===== src/dmw_pkg.sv =====
/*
  Constants for the deadman watchdog: register indices, field layout,
  reset values and the one-second timebase count.
  Assumes a 250 MHz system clock and a 32-bit AHB-Lite register bus.
*/
package dmw_pkg;
  // Register indices; byte address is four times the index
  localparam logic [29:0] DMW_IDX_CTRL = 30'h0B0000E0;
  localparam logic [29:0] DMW_IDX_TMO = 30'h0B0000E2;
  localparam logic [29:0] DMW_IDX_CLR = 30'h0B0000E4;
  localparam logic [29:0] DMW_IDX_ELAPSED = 30'h0B0000E6;
  localparam logic [29:0] DMW_IDX_IRQ_STS = 30'h0B0000E8;
  localparam logic [29:0] DMW_IDX_IRQ_MASK = 30'h0B0000EA;

  // Field positions and widths
  localparam int DMW_EN_BIT = 0;
  localparam int DMW_CLR_BIT = 0;
  localparam int DMW_SEC_W = 4;
  localparam int DMW_EVT_TIMEOUT = 0;
  localparam int DMW_EVT_W = 1;

  // Reset values
  localparam logic DMW_EN_RST = 1'b0;
  localparam logic [3:0] DMW_TMO_RST = 4'h0;
  localparam logic [3:0] DMW_SEC_RST = 4'h0;
  localparam logic [0:0] DMW_MASK_RST = 1'h0;

  // Timebase: one second at the system clock rate
  localparam int unsigned DMW_TICK_MS = 1000;
  localparam int unsigned DMW_CLK_KHZ = 250000;
  localparam int unsigned DMW_TICK_CYC = DMW_TICK_MS * DMW_CLK_KHZ;

  // Length of the processor reset request in clock cycles
  localparam int unsigned DMW_RST_HOLD = 16;
endpackage


===== src/dmw_top.sv =====
/*
  Deadman watchdog: AHB-Lite register slave, one-second timebase,
  elapsed-seconds counter, processor reset request and interrupt.
  Assumes a single 250 MHz clock, a single AHB-Lite master doing only
  word-sized single transfers, and that inputs are synchronous to mclk.
*/
// The AHB-Lite interface to the registers is this design's own decision.
// Function
// - Elapsed seconds shown in low four bits
// - Elapsed register upper bits read as zero
// - Missed clear in time resets the processor
// - Read returns current elapsed seconds value
// - Control bit zero enables, resets to zero
// - Writing one to clear restarts counter
`timescale 1ns/1ps
module dmw_top #(
  parameter int unsigned TICK_CYCLES = dmw_pkg::DMW_TICK_CYC,
  parameter int unsigned RST_HOLD = dmw_pkg::DMW_RST_HOLD
) (
  input wire logic mclk,
  input wire logic rstn,
  input wire logic hsel,
  input wire logic [31:0] haddr,
  input wire logic [1:0] htrans,
  input wire logic hwrite,
  input wire logic [2:0] hsize,
  input wire logic [31:0] hwdata,
  input wire logic hready,
  output logic hreadyout,
  output logic [31:0] hrdata,
  output logic hresp,
  output logic cpu_reset_req,
  output logic irq
);
  import dmw_pkg::*;

  localparam int DIV_W = $clog2(TICK_CYCLES + 1);
  localparam int HOLD_W = $clog2(RST_HOLD + 1);
  localparam logic [DIV_W-1:0] DIV_LAST = DIV_W'(TICK_CYCLES - 1);
  localparam logic [HOLD_W-1:0] HOLD_LOAD = HOLD_W'(RST_HOLD);

  logic [1:0] rst_sync_q; // Reset release synchroniser
  logic rst_n; // Synchronised reset
  logic wr_q; // Write data phase pending
  logic [29:0] widx_q; // Register index of pending write
  logic [31:0] hrdata_q; // Read data for the data phase
  logic addr_ok; // Address phase accepted this cycle
  logic en_q; // Watchdog enable bit
  logic [3:0] tmo_q; // Timeout seconds
  logic [3:0] sec_q; // Elapsed seconds
  logic [DIV_W-1:0] div_q; // One-second divider
  logic tick; // One-cycle pulse per second
  logic kick; // Software clear strobe
  logic fire; // Timeout reached this cycle
  logic [4:0] sec_inc; // Elapsed seconds plus one
  logic [HOLD_W-1:0] hold_q; // Reset request hold counter
  logic rst_req_q; // Registered reset request
  logic [DMW_EVT_W-1:0] sts_q; // Sticky event status
  logic [DMW_EVT_W-1:0] mask_q; // Interrupt mask
  logic [31:0] rmux; // Read data selected by address
  logic we_ctrl, we_tmo, we_clr, we_sts, we_mask; // Write strobes

  // Reset release through two flip-flops
  always_ff @(posedge mclk or negedge rstn) begin
    if (!rstn) begin
      rst_sync_q <= 2'h0;
    end else begin
      rst_sync_q <= {rst_sync_q[0], 1'b1};
    end
  end
  assign rst_n = rst_sync_q[1];

  // Slave always ready, always OKAY
  assign hreadyout = 1'b1;
  assign hresp = 1'b0;
  assign addr_ok = hsel && htrans[1] && hready;

  // Address phase capture for writes
  always_ff @(posedge mclk or negedge rst_n) begin
    if (!rst_n) begin
      wr_q <= 1'b0;
      widx_q <= 30'h0;
    end else begin
      wr_q <= addr_ok && hwrite;
      widx_q <= haddr[31:2];
    end
  end

  // Write strobes during the data phase
  assign we_ctrl = wr_q && (widx_q == DMW_IDX_CTRL);
  assign we_tmo = wr_q && (widx_q == DMW_IDX_TMO);
  assign we_clr = wr_q && (widx_q == DMW_IDX_CLR);
  assign we_sts = wr_q && (widx_q == DMW_IDX_IRQ_STS);
  assign we_mask = wr_q && (widx_q == DMW_IDX_IRQ_MASK);
  assign kick = we_clr && hwdata[DMW_CLR_BIT];

  // Read mux; reserved bits and unmapped addresses read zero
  always_comb begin
    rmux = 32'h0;
    unique case (haddr[31:2])
      DMW_IDX_CTRL: rmux[DMW_EN_BIT] = en_q;
      DMW_IDX_TMO: rmux[DMW_SEC_W-1:0] = tmo_q;
      DMW_IDX_ELAPSED: rmux[DMW_SEC_W-1:0] = sec_q;
      DMW_IDX_IRQ_STS: rmux[DMW_EVT_W-1:0] = sts_q;
      DMW_IDX_IRQ_MASK: rmux[DMW_EVT_W-1:0] = mask_q;
      default: rmux = 32'h0;
    endcase
  end

  // Read data registered at the address phase edge
  always_ff @(posedge mclk or negedge rst_n) begin
    if (!rst_n) begin
      hrdata_q <= 32'h0;
    end else if (addr_ok && !hwrite) begin
      hrdata_q <= rmux;
    end
  end
  assign hrdata = hrdata_q;

  // Enable bit; only bit 0 is stored
  always_ff @(posedge mclk or negedge rst_n) begin
    if (!rst_n) begin
      en_q <= DMW_EN_RST;
    end else if (we_ctrl) begin
      en_q <= hwdata[DMW_EN_BIT];
    end
  end

  // Timeout seconds
  always_ff @(posedge mclk or negedge rst_n) begin
    if (!rst_n) begin
      tmo_q <= DMW_TMO_RST;
    end else if (we_tmo) begin
      tmo_q <= hwdata[DMW_SEC_W-1:0];
    end
  end

  // One-second divider, restarted by clear or disable
  always_ff @(posedge mclk or negedge rst_n) begin
    if (!rst_n) begin
      div_q <= '0;
    end else if (!en_q || kick || tick) begin
      div_q <= '0;
    end else begin
      div_q <= div_q + DIV_W'(1);
    end
  end
  assign tick = en_q && (div_q == DIV_LAST);

  // Timeout when the next second reaches the programmed value
  assign sec_inc = {1'b0, sec_q} + 5'h01;
  assign fire = tick && !kick && (sec_inc >= {1'b0, tmo_q});

  // Elapsed seconds counter
  always_ff @(posedge mclk or negedge rst_n) begin
    if (!rst_n) begin
      sec_q <= DMW_SEC_RST;
    end else if (!en_q || kick) begin
      sec_q <= 4'h0;
    end else if (fire) begin
      sec_q <= 4'h0;
    end else if (tick) begin
      sec_q <= sec_inc[3:0];
    end
  end

  // Processor reset request held for a fixed number of cycles
  always_ff @(posedge mclk or negedge rst_n) begin
    if (!rst_n) begin
      hold_q <= '0;
      rst_req_q <= 1'b0;
    end else if (fire) begin
      hold_q <= HOLD_LOAD - HOLD_W'(1);
      rst_req_q <= 1'b1;
    end else if (hold_q != '0) begin
      hold_q <= hold_q - HOLD_W'(1);
    end else begin
      rst_req_q <= 1'b0;
    end
  end
  assign cpu_reset_req = rst_req_q;

  // Sticky timeout status; a new event wins over a clear
  always_ff @(posedge mclk or negedge rst_n) begin
    if (!rst_n) begin
      sts_q <= '0;
    end else begin
      sts_q[DMW_EVT_TIMEOUT] <= fire || (sts_q[DMW_EVT_TIMEOUT] &&
        !(we_sts && hwdata[DMW_EVT_TIMEOUT]));
    end
  end

  // Interrupt mask
  always_ff @(posedge mclk or negedge rst_n) begin
    if (!rst_n) begin
      mask_q <= DMW_MASK_RST;
    end else if (we_mask) begin
      mask_q <= hwdata[DMW_EVT_W-1:0];
    end
  end

  // Level interrupt while an unmasked status bit is set
  assign irq = |(sts_q & mask_q);

  // Reserved bits of an elapsed-time read come back zero
  property p_rsv_zero;
    @(posedge mclk) disable iff (!rst_n)
      (addr_ok && !hwrite && haddr[31:2] == DMW_IDX_ELAPSED)
        |=> (hrdata[31:4] == 28'h0);
  endproperty
  a_rsv_zero: assert property (p_rsv_zero)
    else $error("elapsed read upper bits not zero");

  // Elapsed read returns the count seen at the address phase
  property p_read_sec;
    @(posedge mclk) disable iff (!rst_n)
      (addr_ok && !hwrite && haddr[31:2] == DMW_IDX_ELAPSED)
        |=> (hrdata[3:0] == $past(sec_q));
  endproperty
  a_read_sec: assert property (p_read_sec)
    else $error("elapsed read data wrong");

  // Elapsed never passes a nonzero timeout while enabled
  property p_sec_range;
    @(posedge mclk) disable iff (!rst_n)
      (en_q && tmo_q != 4'h0 && !$changed(tmo_q)) |-> (sec_q < tmo_q);
  endproperty
  a_sec_range: assert property (p_sec_range)
    else $error("elapsed reached timeout without reset");

  // Reaching the timeout raises the reset and restarts the count
  property p_fire;
    @(posedge mclk) disable iff (!rst_n)
      (en_q && tick && !kick && sec_inc >= {1'b0, tmo_q})
        |=> (cpu_reset_req && sec_q == 4'h0) [*2];
  endproperty
  a_fire: assert property (p_fire)
    else $error("timeout did not reset processor");

  // Control write sets the enable from bit 0
  property p_ctrl;
    @(posedge mclk) disable iff (!rst_n)
      we_ctrl |=> (en_q == $past(hwdata[0]));
  endproperty
  a_ctrl: assert property (p_ctrl)
    else $error("enable bit not written");

  // Clear of one zeroes the count; clear of zero leaves it alone
  property p_clear;
    @(posedge mclk) disable iff (!rst_n)
      we_clr |=> ($past(hwdata[0]) ? sec_q == 4'h0 :
        ($past(tick || !en_q) || sec_q == $past(sec_q)));
  endproperty
  a_clear: assert property (p_clear)
    else $error("clear write misbehaved");

  // One second without clear or timeout adds exactly one
  property p_count;
    @(posedge mclk) disable iff (!rst_n)
      (tick && !kick && !fire) |=> (sec_q == $past(sec_inc[3:0]));
  endproperty
  a_count: assert property (p_count)
    else $error("elapsed count did not advance");

  // Disabled watchdog holds zero and never fires
  property p_disabled;
    @(posedge mclk) disable iff (!rst_n)
      !en_q |=> (sec_q == 4'h0 && !$rose(cpu_reset_req));
  endproperty
  a_disabled: assert property (p_disabled)
    else $error("disabled watchdog counted or fired");
endmodule


===== config.mk =====
export PLATFORM = sky130hd
export DESIGN_NAME = dmw_top
export DESIGN_NICKNAME = d
export VERILOG_FILES = /design/src/dmw_pkg.sv /design/src/dmw_top.sv
export SDC_FILE = /design/constraint.sdc
export NUM_CORES = 1
export LEC_CHECK = 0
export ABC_AREA = 1
export BUFFER_PORTS_ARGS = -buffer_cell sky130_fd_sc_hd__clkbuf_2
export CAP_MARGIN = 10
export CORE_ASPECT_RATIO = 1.2
export CORE_MARGIN = 1.5
export CORE_UTILIZATION = 40
export CTS_BUF_LIST = sky130_fd_sc_hd__clkbuf_16
export DETAILED_ROUTE_END_ITERATION = 12
export GPL_ROUTABILITY_DRIVEN = 0
export MAX_ROUTING_LAYER = met4
export PLACE_DENSITY = 0.63
export SLEW_MARGIN = 20
export SYNTH_ARGS = -nofsm -noshare
export SYNTH_HDL_FRONTEND = slang
export SYNTH_SLANG_ARGS = --single-unit

===== constraint.sdc =====
create_clock -name mclk -period 2.9 [get_ports mclk]
set_input_delay 0 -clock mclk [delete_from_list [all_inputs] [get_ports mclk]]
set_output_delay 0 -clock mclk [all_outputs]
set_load 0.01 [all_outputs]

; ---- Word-level counts from Yosys, hierarchy flattened
; Index checks and enable logic that the tools add are counted.
[totals]
ff_bits = 82
input_bits = 74
out_inout_bits = 36
elab_cells = 64
[op_classes]
add_sub_neg = 3
n_lt_le_gt_ge = 1
eq_ne = 12
mux = 10
bitwise = 1
reduce_logical = 25
[ops]
columns = op, n
row1 = 30-bit by 28-bit equality test with 1-bit output (second input constant), 10
row2 = 28-bit by 1-bit adder with 28-bit output (second input constant), 1
row3 = 28-bit equality test (second input constant), 1
row4 = 28-bit 2-to-1 mux, 1
row5 = 1-bit logical AND, 15
row6 = 4-bit 2-to-1 mux, 3
row7 = 5-bit 2-to-1 mux, 2
row8 = 3-bit case mux with 2 select lines, 1
row9 = 4-bit by 1-bit adder with 5-bit output (second input constant), 1
row10 = 5-bit by 4-bit greater-or-equal comparator with 1-bit output, 1
row11 = 1-bit case mux with 5 select lines, 1
row12 = 5-bit nonzero test, 1
row13 = 5-bit by 1-bit subtractor with 5-bit output (second input constant), 1
row14 = 1-bit zero test, 4
row15 = 1-bit logical OR, 3
row16 = 3-bit nonzero test, 1
row17 = 1-bit 2-to-1 mux, 2
row18 = 2-bit inequality test (second input constant), 1
row19 = 2-bit nonzero test, 1
row20 = 1-bit bitwise AND, 1

; ---- Depth between registers and ports, before layout
; Gate-level depths: netlist of the first run.
[depth]
depth_word = 8
depth_mapped = 12
mapped_depth_nobuf = 11

; ---- Least setup slack after synthesis of the first run
; OpenSTA, ideal clock, no wires.
[synth_path]
kind = reg2reg
startpoint = register sec_q[0]
endpoint = register hold_q[0]
arrival_ps = 1698
required_ps = 2784
path_slack_ps = 1085
path_stages_with_launch = 12
path_buffers = 0
cell_sequence = dfrtp_1 ha_1 xor2_1 ha_1 nand2_1 nand2_1 nand3_1 nand4_1 nand3_2 nand2_1 nand2_1 nand2_1
[synth_via]
elab_chain_cells = 4
elab_cells_between_ends = 5
classes_between = add/sub: 1 / order compare: 1 / mux: 1 / reduce/logical: 2
[synth_lines]
columns = item, line_no
row1 = start: declaration, dmw_top.sv:50  ; logic [3:0] sec_q;
row2 = start signal: assignment, dmw_top.sv:163  ; sec_q <= sec_inc[3:0];
row3 = 4-bit by 1-bit adder with 5-bit output (*), dmw_top.sv:151  ; assign sec_inc = {1'b0, sec_q} + 5'h01;
row4 = 5-bit by 4-bit greater-or-equal comparator with 1-bit output (*), dmw_top.sv:152  ; assign fire = tick && !kick && (sec_inc >= {1'b0, tmo_q});
row5 = 1-bit logical AND (*), dmw_top.sv:152
row6 = 5-bit 2-to-1 mux / 2-bit nonzero test (equally long branches), n/a
row7 = end signal: assignment, dmw_top.sv:173  ; hold_q <= HOLD_LOAD - HOLD_W'(1);
row8 = end signal: assignment, dmw_top.sv:176  ; hold_q <= hold_q - HOLD_W'(1);
row9 = end: declaration, dmw_top.sv:56  ; logic [HOLD_W-1:0] hold_q;
; Mark *: on every way between the ends. The rest lies on a longest branch, timed or not.
; A chain may end at the register's enable or synchronous reset.

; ---- Final worst setup path of the first run
; Ends and elaborated chain as after synthesis.

==> key figures, run 1 <==
Critical path
  • Critical Path Most Common Cell: nand2_1
  • Worst Path Arrival: about 2.3 ns
  • Critical path's slowest cell: dfrtp_1
  • Worst EP required: approximately 3.1 ns
  • Max Fanout on Critical Path: 8
  • CP Cell Sequence: ha_1, xor2_1, ha_1, nand2_1, inv_1, nand4_1, nand4_1, nand3_2, nand2_1, nand2_1, nand2_1
  • Crit path kind: register to register
  • Slowest stage delay, CP: around 0.46 ns
  • Reg2Reg Depth: 11
  • Worst Setup End Kind: register
  • CP Launch Type: register

Drt
  • Routed Wire Length: between 9000 and 10,000 um
  • Vias per cell: about 4.7
  • Avg WL per Cell: between 10 and 15 um
  • DRC: 0
  • DRT Pass-1 Iters: 4
  • Met3 wire length: about 280 um
  • Vias: 3,548
  • WL met2: approximately 4800 um
  • Metal-1 WL: around 3800 um
  • Top layer reached by signal wires: met4
  • Antenna-violating nets left: 0
  • Detailed router's first-iteration violation count: approximately 180

Cells and area
  • Antenna diode count: 0
  • Most frequent cells in the layout: 105 x nand2_1, 93 x nor2_1, 81 x dfrtp_1, 67 x inv_1, 47 x nand3_1
  • Fill cells: roughly 1,000
  • Multi-input gate area: about 1900 um2
  • Register Area: roughly 2000 um2
  • Layout cells sized above 1: about an eighth
  • Final Core Density: between 50 and 60%
  • Layout area overhead: 22.4%
  • Fin area: approximately 5300 um2
  • Commonest non-fill, non-tap cell in the layout: nand2_1
  • Fin cells: 758
  • Nets@finish: a little over 700

Timing
  • Fin. max-slew vios: 0
  • Relative slew slack: 66.6%
  • Final Hold Slack: between 0.1 and 0.15 ns
  • Final hold vios: 0
  • Worst slew pin tran: between 0.4 and 0.5 ns
  • Fmax: between 400 and 500 MHz
  • Setup TNS: 0 ns
  • Min cycle time layout: between 2 and 2.5 ns
  • Final Worst Setup Slack: between 0.7 and 0.8 ns
  • Final setup vio count: 0
  • RSZ-0062 raised after global routing: no
  • Clock skew: 0.0108 ns
  • Final period util: between 70% and 80%

Clocking
  • CTS sink cnt: 82
  • Clock latency on the worst-skew pair: roughly 0.34 ns
  • Total CTS buffers: 9
  • Post-CTS Setup Bufs: 0
  • CTS H-tree depth: 3
  • TritonCTS clock tree: yes
  • CTS root buf: clkbuf_16
  • Clk pin slew, worst setup/hold paths: around 0.060 ns
  • CTS Buffer Depth: 2

Run
  • Number of max-cap violations: 0

Yosys
  • Post-synth EDFFs: 0
  • Ys async rst share: between 90% and 100%
  • Mapped Area: about 4400 um2
  • Sequential area share after synthesis: between 40% and 50%
  • Syn_area_per_cell: a little over 8 um2
  • Yosys warns: 0
  • Mapped Cells: approximately 530
  • Distinct cell type count after synthesis: 31
  • Post-synth top flop: dfrtp_1
  • FF+latch count, synth: slightly above 80

Floorplan
  • Die width: ~98 um
  • Starting Density: around two fifths
  • Vert. Die Dim: roughly 120 um
  • Num ports: 110
  • Core Region: 10,600 um2
  • Die Area: 11,500 um2
  • Row count: between 40 and 50

Global routing
  • Grt ovf: 0
  • Pin count of the biggest net entering global routing: between 80 and 90
  • Vias in the first global route: 3,543
  • First-pass GRT wire length: 15,800 um
  • Gr usage total: 18.0%
  • Initial antenna violation count: 0

Placed design
  • DP Wirelength: 6570 um
  • PortBufs: 45
  • Placed Instances: approximately 700
  • Pre-CTS setup slack: between 0.7 and 0.8 ns
  • Placed Area: between 4000 and 5000 um2

Pwr
  • Leak: between 2 and 3 nW
  • Overall power: 2.53 mW
  • Max VDD drop: around 0.00028 V
  • Pwr/cell area: about 480 nW/um2

Status
  • Outcome: complete, no violations

Min path
  • Hold path depth: 5
  • Worst hold path class: input port to register
## what timing repair did
action	in CTS	in global routing
setup endpoints to repair	0	0
hold endpoints to repair	37	0
gates resized for setup	0	0
hold buffers	38	0
## sequential cells by signal, indices dropped and copies added, names as in the netlist
signal         cells
rst_sync_q         2
widx_q            30
mask_q             1
wr_q               1
sec_q              4
en_q               1
sts_q              1
tmo_q              4
hold_q             5
cpu_reset_req      1
div_q             28
hrdata             4
## worst max-delay path, delay by kind of cell (launching register included)
kind / cells / cell delay (ns)
and+or+nand+nor: 7 / 0.76
adders and majority gates: 2 / 0.55
DFF: 1 / 0.46
xor gates and xnor gates: 1 / 0.19
buffers and inverters: 1 / 0.04
## Yosys cell counts, types with 7 or more instances
library cell	number	area, um2
nand2_1	105	394
nor2_1	93	349
dfrtp_1	82	2050
inv_1	67	251
nand3_1	47	235
buf_4	30	225
xor2_1	19	166
nor3_1	17	85.1
nand4_1	14	87.6
xnor2_1	9	78.8
ha_1	8	100
o21ai_0	7	35.0
## path summary, 6_finish.rpt
| path | start | end | slack [ns] |
|---|---|---|---|
| setup / recovery | sec_q[0] | hold_q[0] | 0.79 |
| hold / removal | htrans[1] | hrdata[1] | 0.10 |
| setup reg to reg | sec_q[0] | hold_q[0] | 0.79 |
| hold reg to reg | rst_sync_q[1] | hold_q[1] | 0.22 |
| max in group asynchronous | rst_sync_q[1] | widx_q[17] | 2.09 |
| min in group asynchronous | rst_sync_q[1] | hold_q[1] | 0.22 |
## layout make-up
| class | count | area share (%) |
|---|---|---|
| flip-flops and latches | 82 | 38.6 |
| multi-input cells | 379 | 35.7 |
| repair buffers | 84 | 11.9 |
| inverters | 69 | 4.91 |
| clock buffers | 9 | 4.23 |
| well taps | 129 | 3.03 |
| clock inverters | 6 | 1.69 |
## kinds of logic after synthesis
family / share of synthesized area (%)
AO/OA/AOI/OAI: 1.58
XOR/XNOR: 5.63
adder cells (fa/ha/maj): 2.30
buffers and inverters: 11.7
flip-flops: 47.1
other: 0.172
AND/OR/NAND/NOR: 31.5
## layer usage
layer / track usage (%) / up-vias
li1: - / 1788
met1: 20.4 / 1668
met5: - / -
met4: 8.26 / 0
met3: 2.61 / 16
met2: 31.7 / 76
## where the power goes
part | internal (mW) | total (mW) | leakage [nW] | switching (mW)
sequential | 1.17 | 1.18 | 1.02 | 0.0150
clock | 0.751 | 1.21 | 0.152 | 0.454
combinational | 0.0664 | 0.144 | 1.47 | 0.0773
No activity file was read; power rests on OpenSTA's default activity.
==> inputs of run 2 (changes only) <==
--- a/config.mk
+++ b/config.mk
@@ -15,7 +15,7 @@
 export DETAILED_ROUTE_END_ITERATION = 12
 export GPL_ROUTABILITY_DRIVEN = 0
 export MAX_ROUTING_LAYER = met4
-export PLACE_DENSITY = 0.63
+export PLACE_DENSITY = 0.65
 export SLEW_MARGIN = 20
 export SYNTH_ARGS = -nofsm -noshare
 export SYNTH_HDL_FRONTEND = slang
==> constraint.sdc (replaced) <==
create_clock -name mclk -period 1.8 [get_ports mclk]
set_input_delay 0 -clock mclk [delete_from_list [all_inputs] [get_ports mclk]]
set_output_delay 0 -clock mclk [all_outputs]
set_load 0.01 [all_outputs]
==> run 2 against run 1 <==
- the flow now finishes with violations (negative setup slack)
- via count increased by 3.9%
- highest routed layer unchanged
- clock skew is 0.0013 ns lower
- first-iteration DRC count is 7.8% lower
- non-clock buffer count grew 15
==> key figures, run 2 (synthesis results as in run 1) <==
Timing
  • Clock skew: 0.00945 ns (was 0.0108 ns)
  • Final Worst Setup Slack: -0.186 ns (was 0.793 ns)
  • RSZ-0062 raised after global routing: yes (was no)
  • Min cycle time layout: 1.99 ns (was 2.11 ns)
  • Final hold vios: 0 (unchanged)
  • Final setup vio count: 8 (was 0)
  • Final period util: 110% (was 72.7%)
  • Fin. max-slew vios: 0 (unchanged)
  • Relative slew slack: 63.6% (was 66.6%)
  • Worst slew pin tran: 0.542 ns (was 0.498 ns)
  • Fmax: 503 MHz (was 475 MHz)
  • Setup TNS: -0.866 ns (was 0 ns)

Pwr
  • Part of the power in registers: 48.4% (was 46.7%)
  • Leak: 2.74 nW (was 2.65 nW)
  • Comb pwr share: 6.1% (was 5.7%)
  • Sw frac: 22.3% (was 21.6%)
  • Clock Power Share: 45.5% (was 47.6%)
  • Internal power: 3.05 mW (was 1.99 mW)
  • Overall power: 3.92 mW (was 2.53 mW)
  • Max VDD drop: 0.000458 V (was 0.000278 V)
  • Pwr/cell area: 712 nW/um2 (was 475 nW/um2)
  • Switch Pwr: 875 uW (was 546 uW)

Global routing
  • Vias in the first global route: 3,727 (was 3,543)
  • Grt ovf: 0 (unchanged)
  • First-pass GRT wire length: 16,400 um (was 15,800 um)
  • Gr usage total: 18.5% (was 18.0%)
  • Pin count of the biggest net entering global routing: 53 (was 81)
  • Initial antenna violation count: 0 (unchanged)

Critical path
  • R2R Setup Slk: -0.19 ns (was 0.79 ns)
  • Crit Reg-Reg Startpoint: sec_q[1] (was sec_q[0])
  • Worst Path Arrival: 2.27 ns (was 2.34 ns)
  • Reg2Reg Depth: 11 (unchanged)
  • Worst EP required: 2.08 ns (was 3.13 ns)
  • Worst Setup End Kind: register (unchanged)
  • R2R Path End: sec_q[3] (was hold_q[0])
  • Max Fanout on Critical Path: 4 (was 8)
  • CP Launch Type: register (unchanged)
  • Crit path kind: register to register (unchanged)

Floorplan
  • Core Region: 10,600 um2 (unchanged)
  • Vert. Die Dim: 117 um (unchanged)
  • Row count: 41 (unchanged)
  • Num ports: 110 (unchanged)
  • Die width: 98.2 um (unchanged)
  • Starting Density: 41.2% (unchanged)
  • Die Area: 11,500 um2 (unchanged)

Cells and area
  • Biggest register: widx_q (unchanged)
  • Nets@finish: 723 (was 707)
  • Commonest non-fill, non-tap cell in the layout: nand2_1 (unchanged)
  • Fin area: 5510 um2 (was 5330 um2)
  • Fill cells: 1,003 (was 1,010)
  • Final Core Density: 52.1% (was 50.4%)
  • Register Area: 2060 um2 (about the same)
  • Biggest regs: widx_q: 30 flops, div_q: 28 flops, hold_q: 5 flops (unchanged)
  • Multi-input gate area: 2000 um2 (was 1900 um2)
  • Most frequent cells in the layout: 102 x nand2_1, 93 x nor2_1, 79 x dfrtp_1, 68 x inv_1, 45 x clkbuf_2 (was 105 x nand2_1, 93 x nor2_1, 81 x dfrtp_1, 67 x inv_1, 47 x nand3_1)
  • Layout area overhead: 26.4% (was 22.4%)
  • Layout cells sized above 1: 17.5% (was 13.0%)
  • Max FFs per register: 30 (unchanged)
  • Antenna diode count: 0 (unchanged)

Min path
  • Worst hold path class: register to async pin (was input port to register)

Run
  • Number of max-cap violations: 0 (unchanged)

Placed design
  • Placed Area: 4710 um2 (was 4610 um2)
  • PortBufs: 45 (unchanged)
  • Pre-CTS setup slack: -0.0976 ns (was 0.797 ns)
  • DP Wirelength: 6910 um (was 6570 um)

Clocking
  • CTS H-tree depth: 3 (unchanged)
  • Total CTS buffers: 9 (unchanged)
  • TritonCTS clock tree: yes (unchanged)
  • CTS root buf: clkbuf_16 (unchanged)
  • Clk pin slew, worst setup/hold paths: 0.06 ns (about the same)
  • CTS sink cnt: 82 (unchanged)
  • Clock latency on the worst-skew pair: 0.35 ns (was 0.34 ns)
  • CTS Buffer Depth: 2 (unchanged)

Drt
  • Antenna-violating nets left: 0 (unchanged)
  • DRC: 0 (unchanged)
  • Detailed router's first-iteration violation count: 165 (was 179)
  • Routed Wire Length: 9930 um (was 9110 um)
  • Vias: 3,687 (was 3,548)
  • Vias per cell: 4.76 (was 4.68)
  • DRT Pass-1 Iters: 5 (was 4)
  • Avg WL per Cell: 12.8 um (was 12.0 um)

Status
  • Outcome: complete, but fails checks (was complete, no violations)
  • Violated checks: negative setup slack
run 2: cell types whose count changed in the layout (fill, tap and decap cells not counted), sizes merged:
| cell | before | now |
|---|---|---|
| buf | 1 | 16 |
| nand2 | 109 | 110 |
| inv | 70 | 71 |
| bufinv | 2 | 1 |
| clkinv | 2 | 3 |
run 2: layout make-up:
type	count	share of cell area [%]
clock buffers	9	4.09
clock inverters	7	1.14
inverters	69	4.80
multi-input cells	380	36.2
flip-flops and latches	82	37.4
well taps	129	2.93
repair buffers	99	13.4
run 2: repair_timing:
action                                 CTS  global route
setup endpoints to repair                8            25
endpoints found under the hold margin   37             0
cloned                                   0             1
buffers inserted                         3             1
hold buffers                            38             0
resized for setup                        7            12
pin swaps                                4             7
run 2: worst max path at each step:
| stage | from | to | slack, ns | cells after the start |
|---|---|---|---|---|
| final | sec_q[1] | sec_q[3] | -0.19 | 11 |
| after global routing | sec_q[0] | sec_q[3] | -0.29 | 11 |
| after CTS | sec_q[0] | hold_q[1] | -0.1 | 11 |
| after detailed placement | sec_q[1] | hold_q[0] | -0.1 | 11 |
| after floorplan | sec_q[0] | hold_q[0] | 0.01 | 11 |
| after global placement | sec_q[1] | hold_q[0] | -0.04 | 11 |
run 2: per-layer routing:
layer  track usage (%)  wire, um
met1              20.6      4160
met5                 -         0
met3              2.61       392
met2              32.8      5050
met4              9.48       324
run 2: worst max-delay path, stage by stage (launching register included):
cell	delay, ns
dfrtp_2	0.45
ha_4	0.18
xor2_2	0.15
ha_1	0.30
nand2_1	0.08
inv_1	0.04
nand4_1	0.07
nand4_1	0.19
buf_4	0.21
inv_4	0.07
nand3_2	0.10
nand2_2	0.10
run 2: stage by stage:
step	std cells	hold slack [ns]
after floorplan	562	-0.296
after global placement	716	-0.215
after detailed placement	716	-0.210
after CTS	773	0.0873
after global routing	775	0.111
final	775	0.105
run 2: power groups by stage:
stage | clock (mW) | sequential, mW | combinational, mW
2_1_floorplan | 0 | 1.95 | 0.118
3_3_place_gp | 0 | 1.93 | 0.172
3_5_place_dp | 0 | 1.93 | 0.175
4_1_cts | 1.82 | 1.90 | 0.240
5_1_grt | 1.90 | 1.90 | 0.275
6_report | 1.78 | 1.90 | 0.239
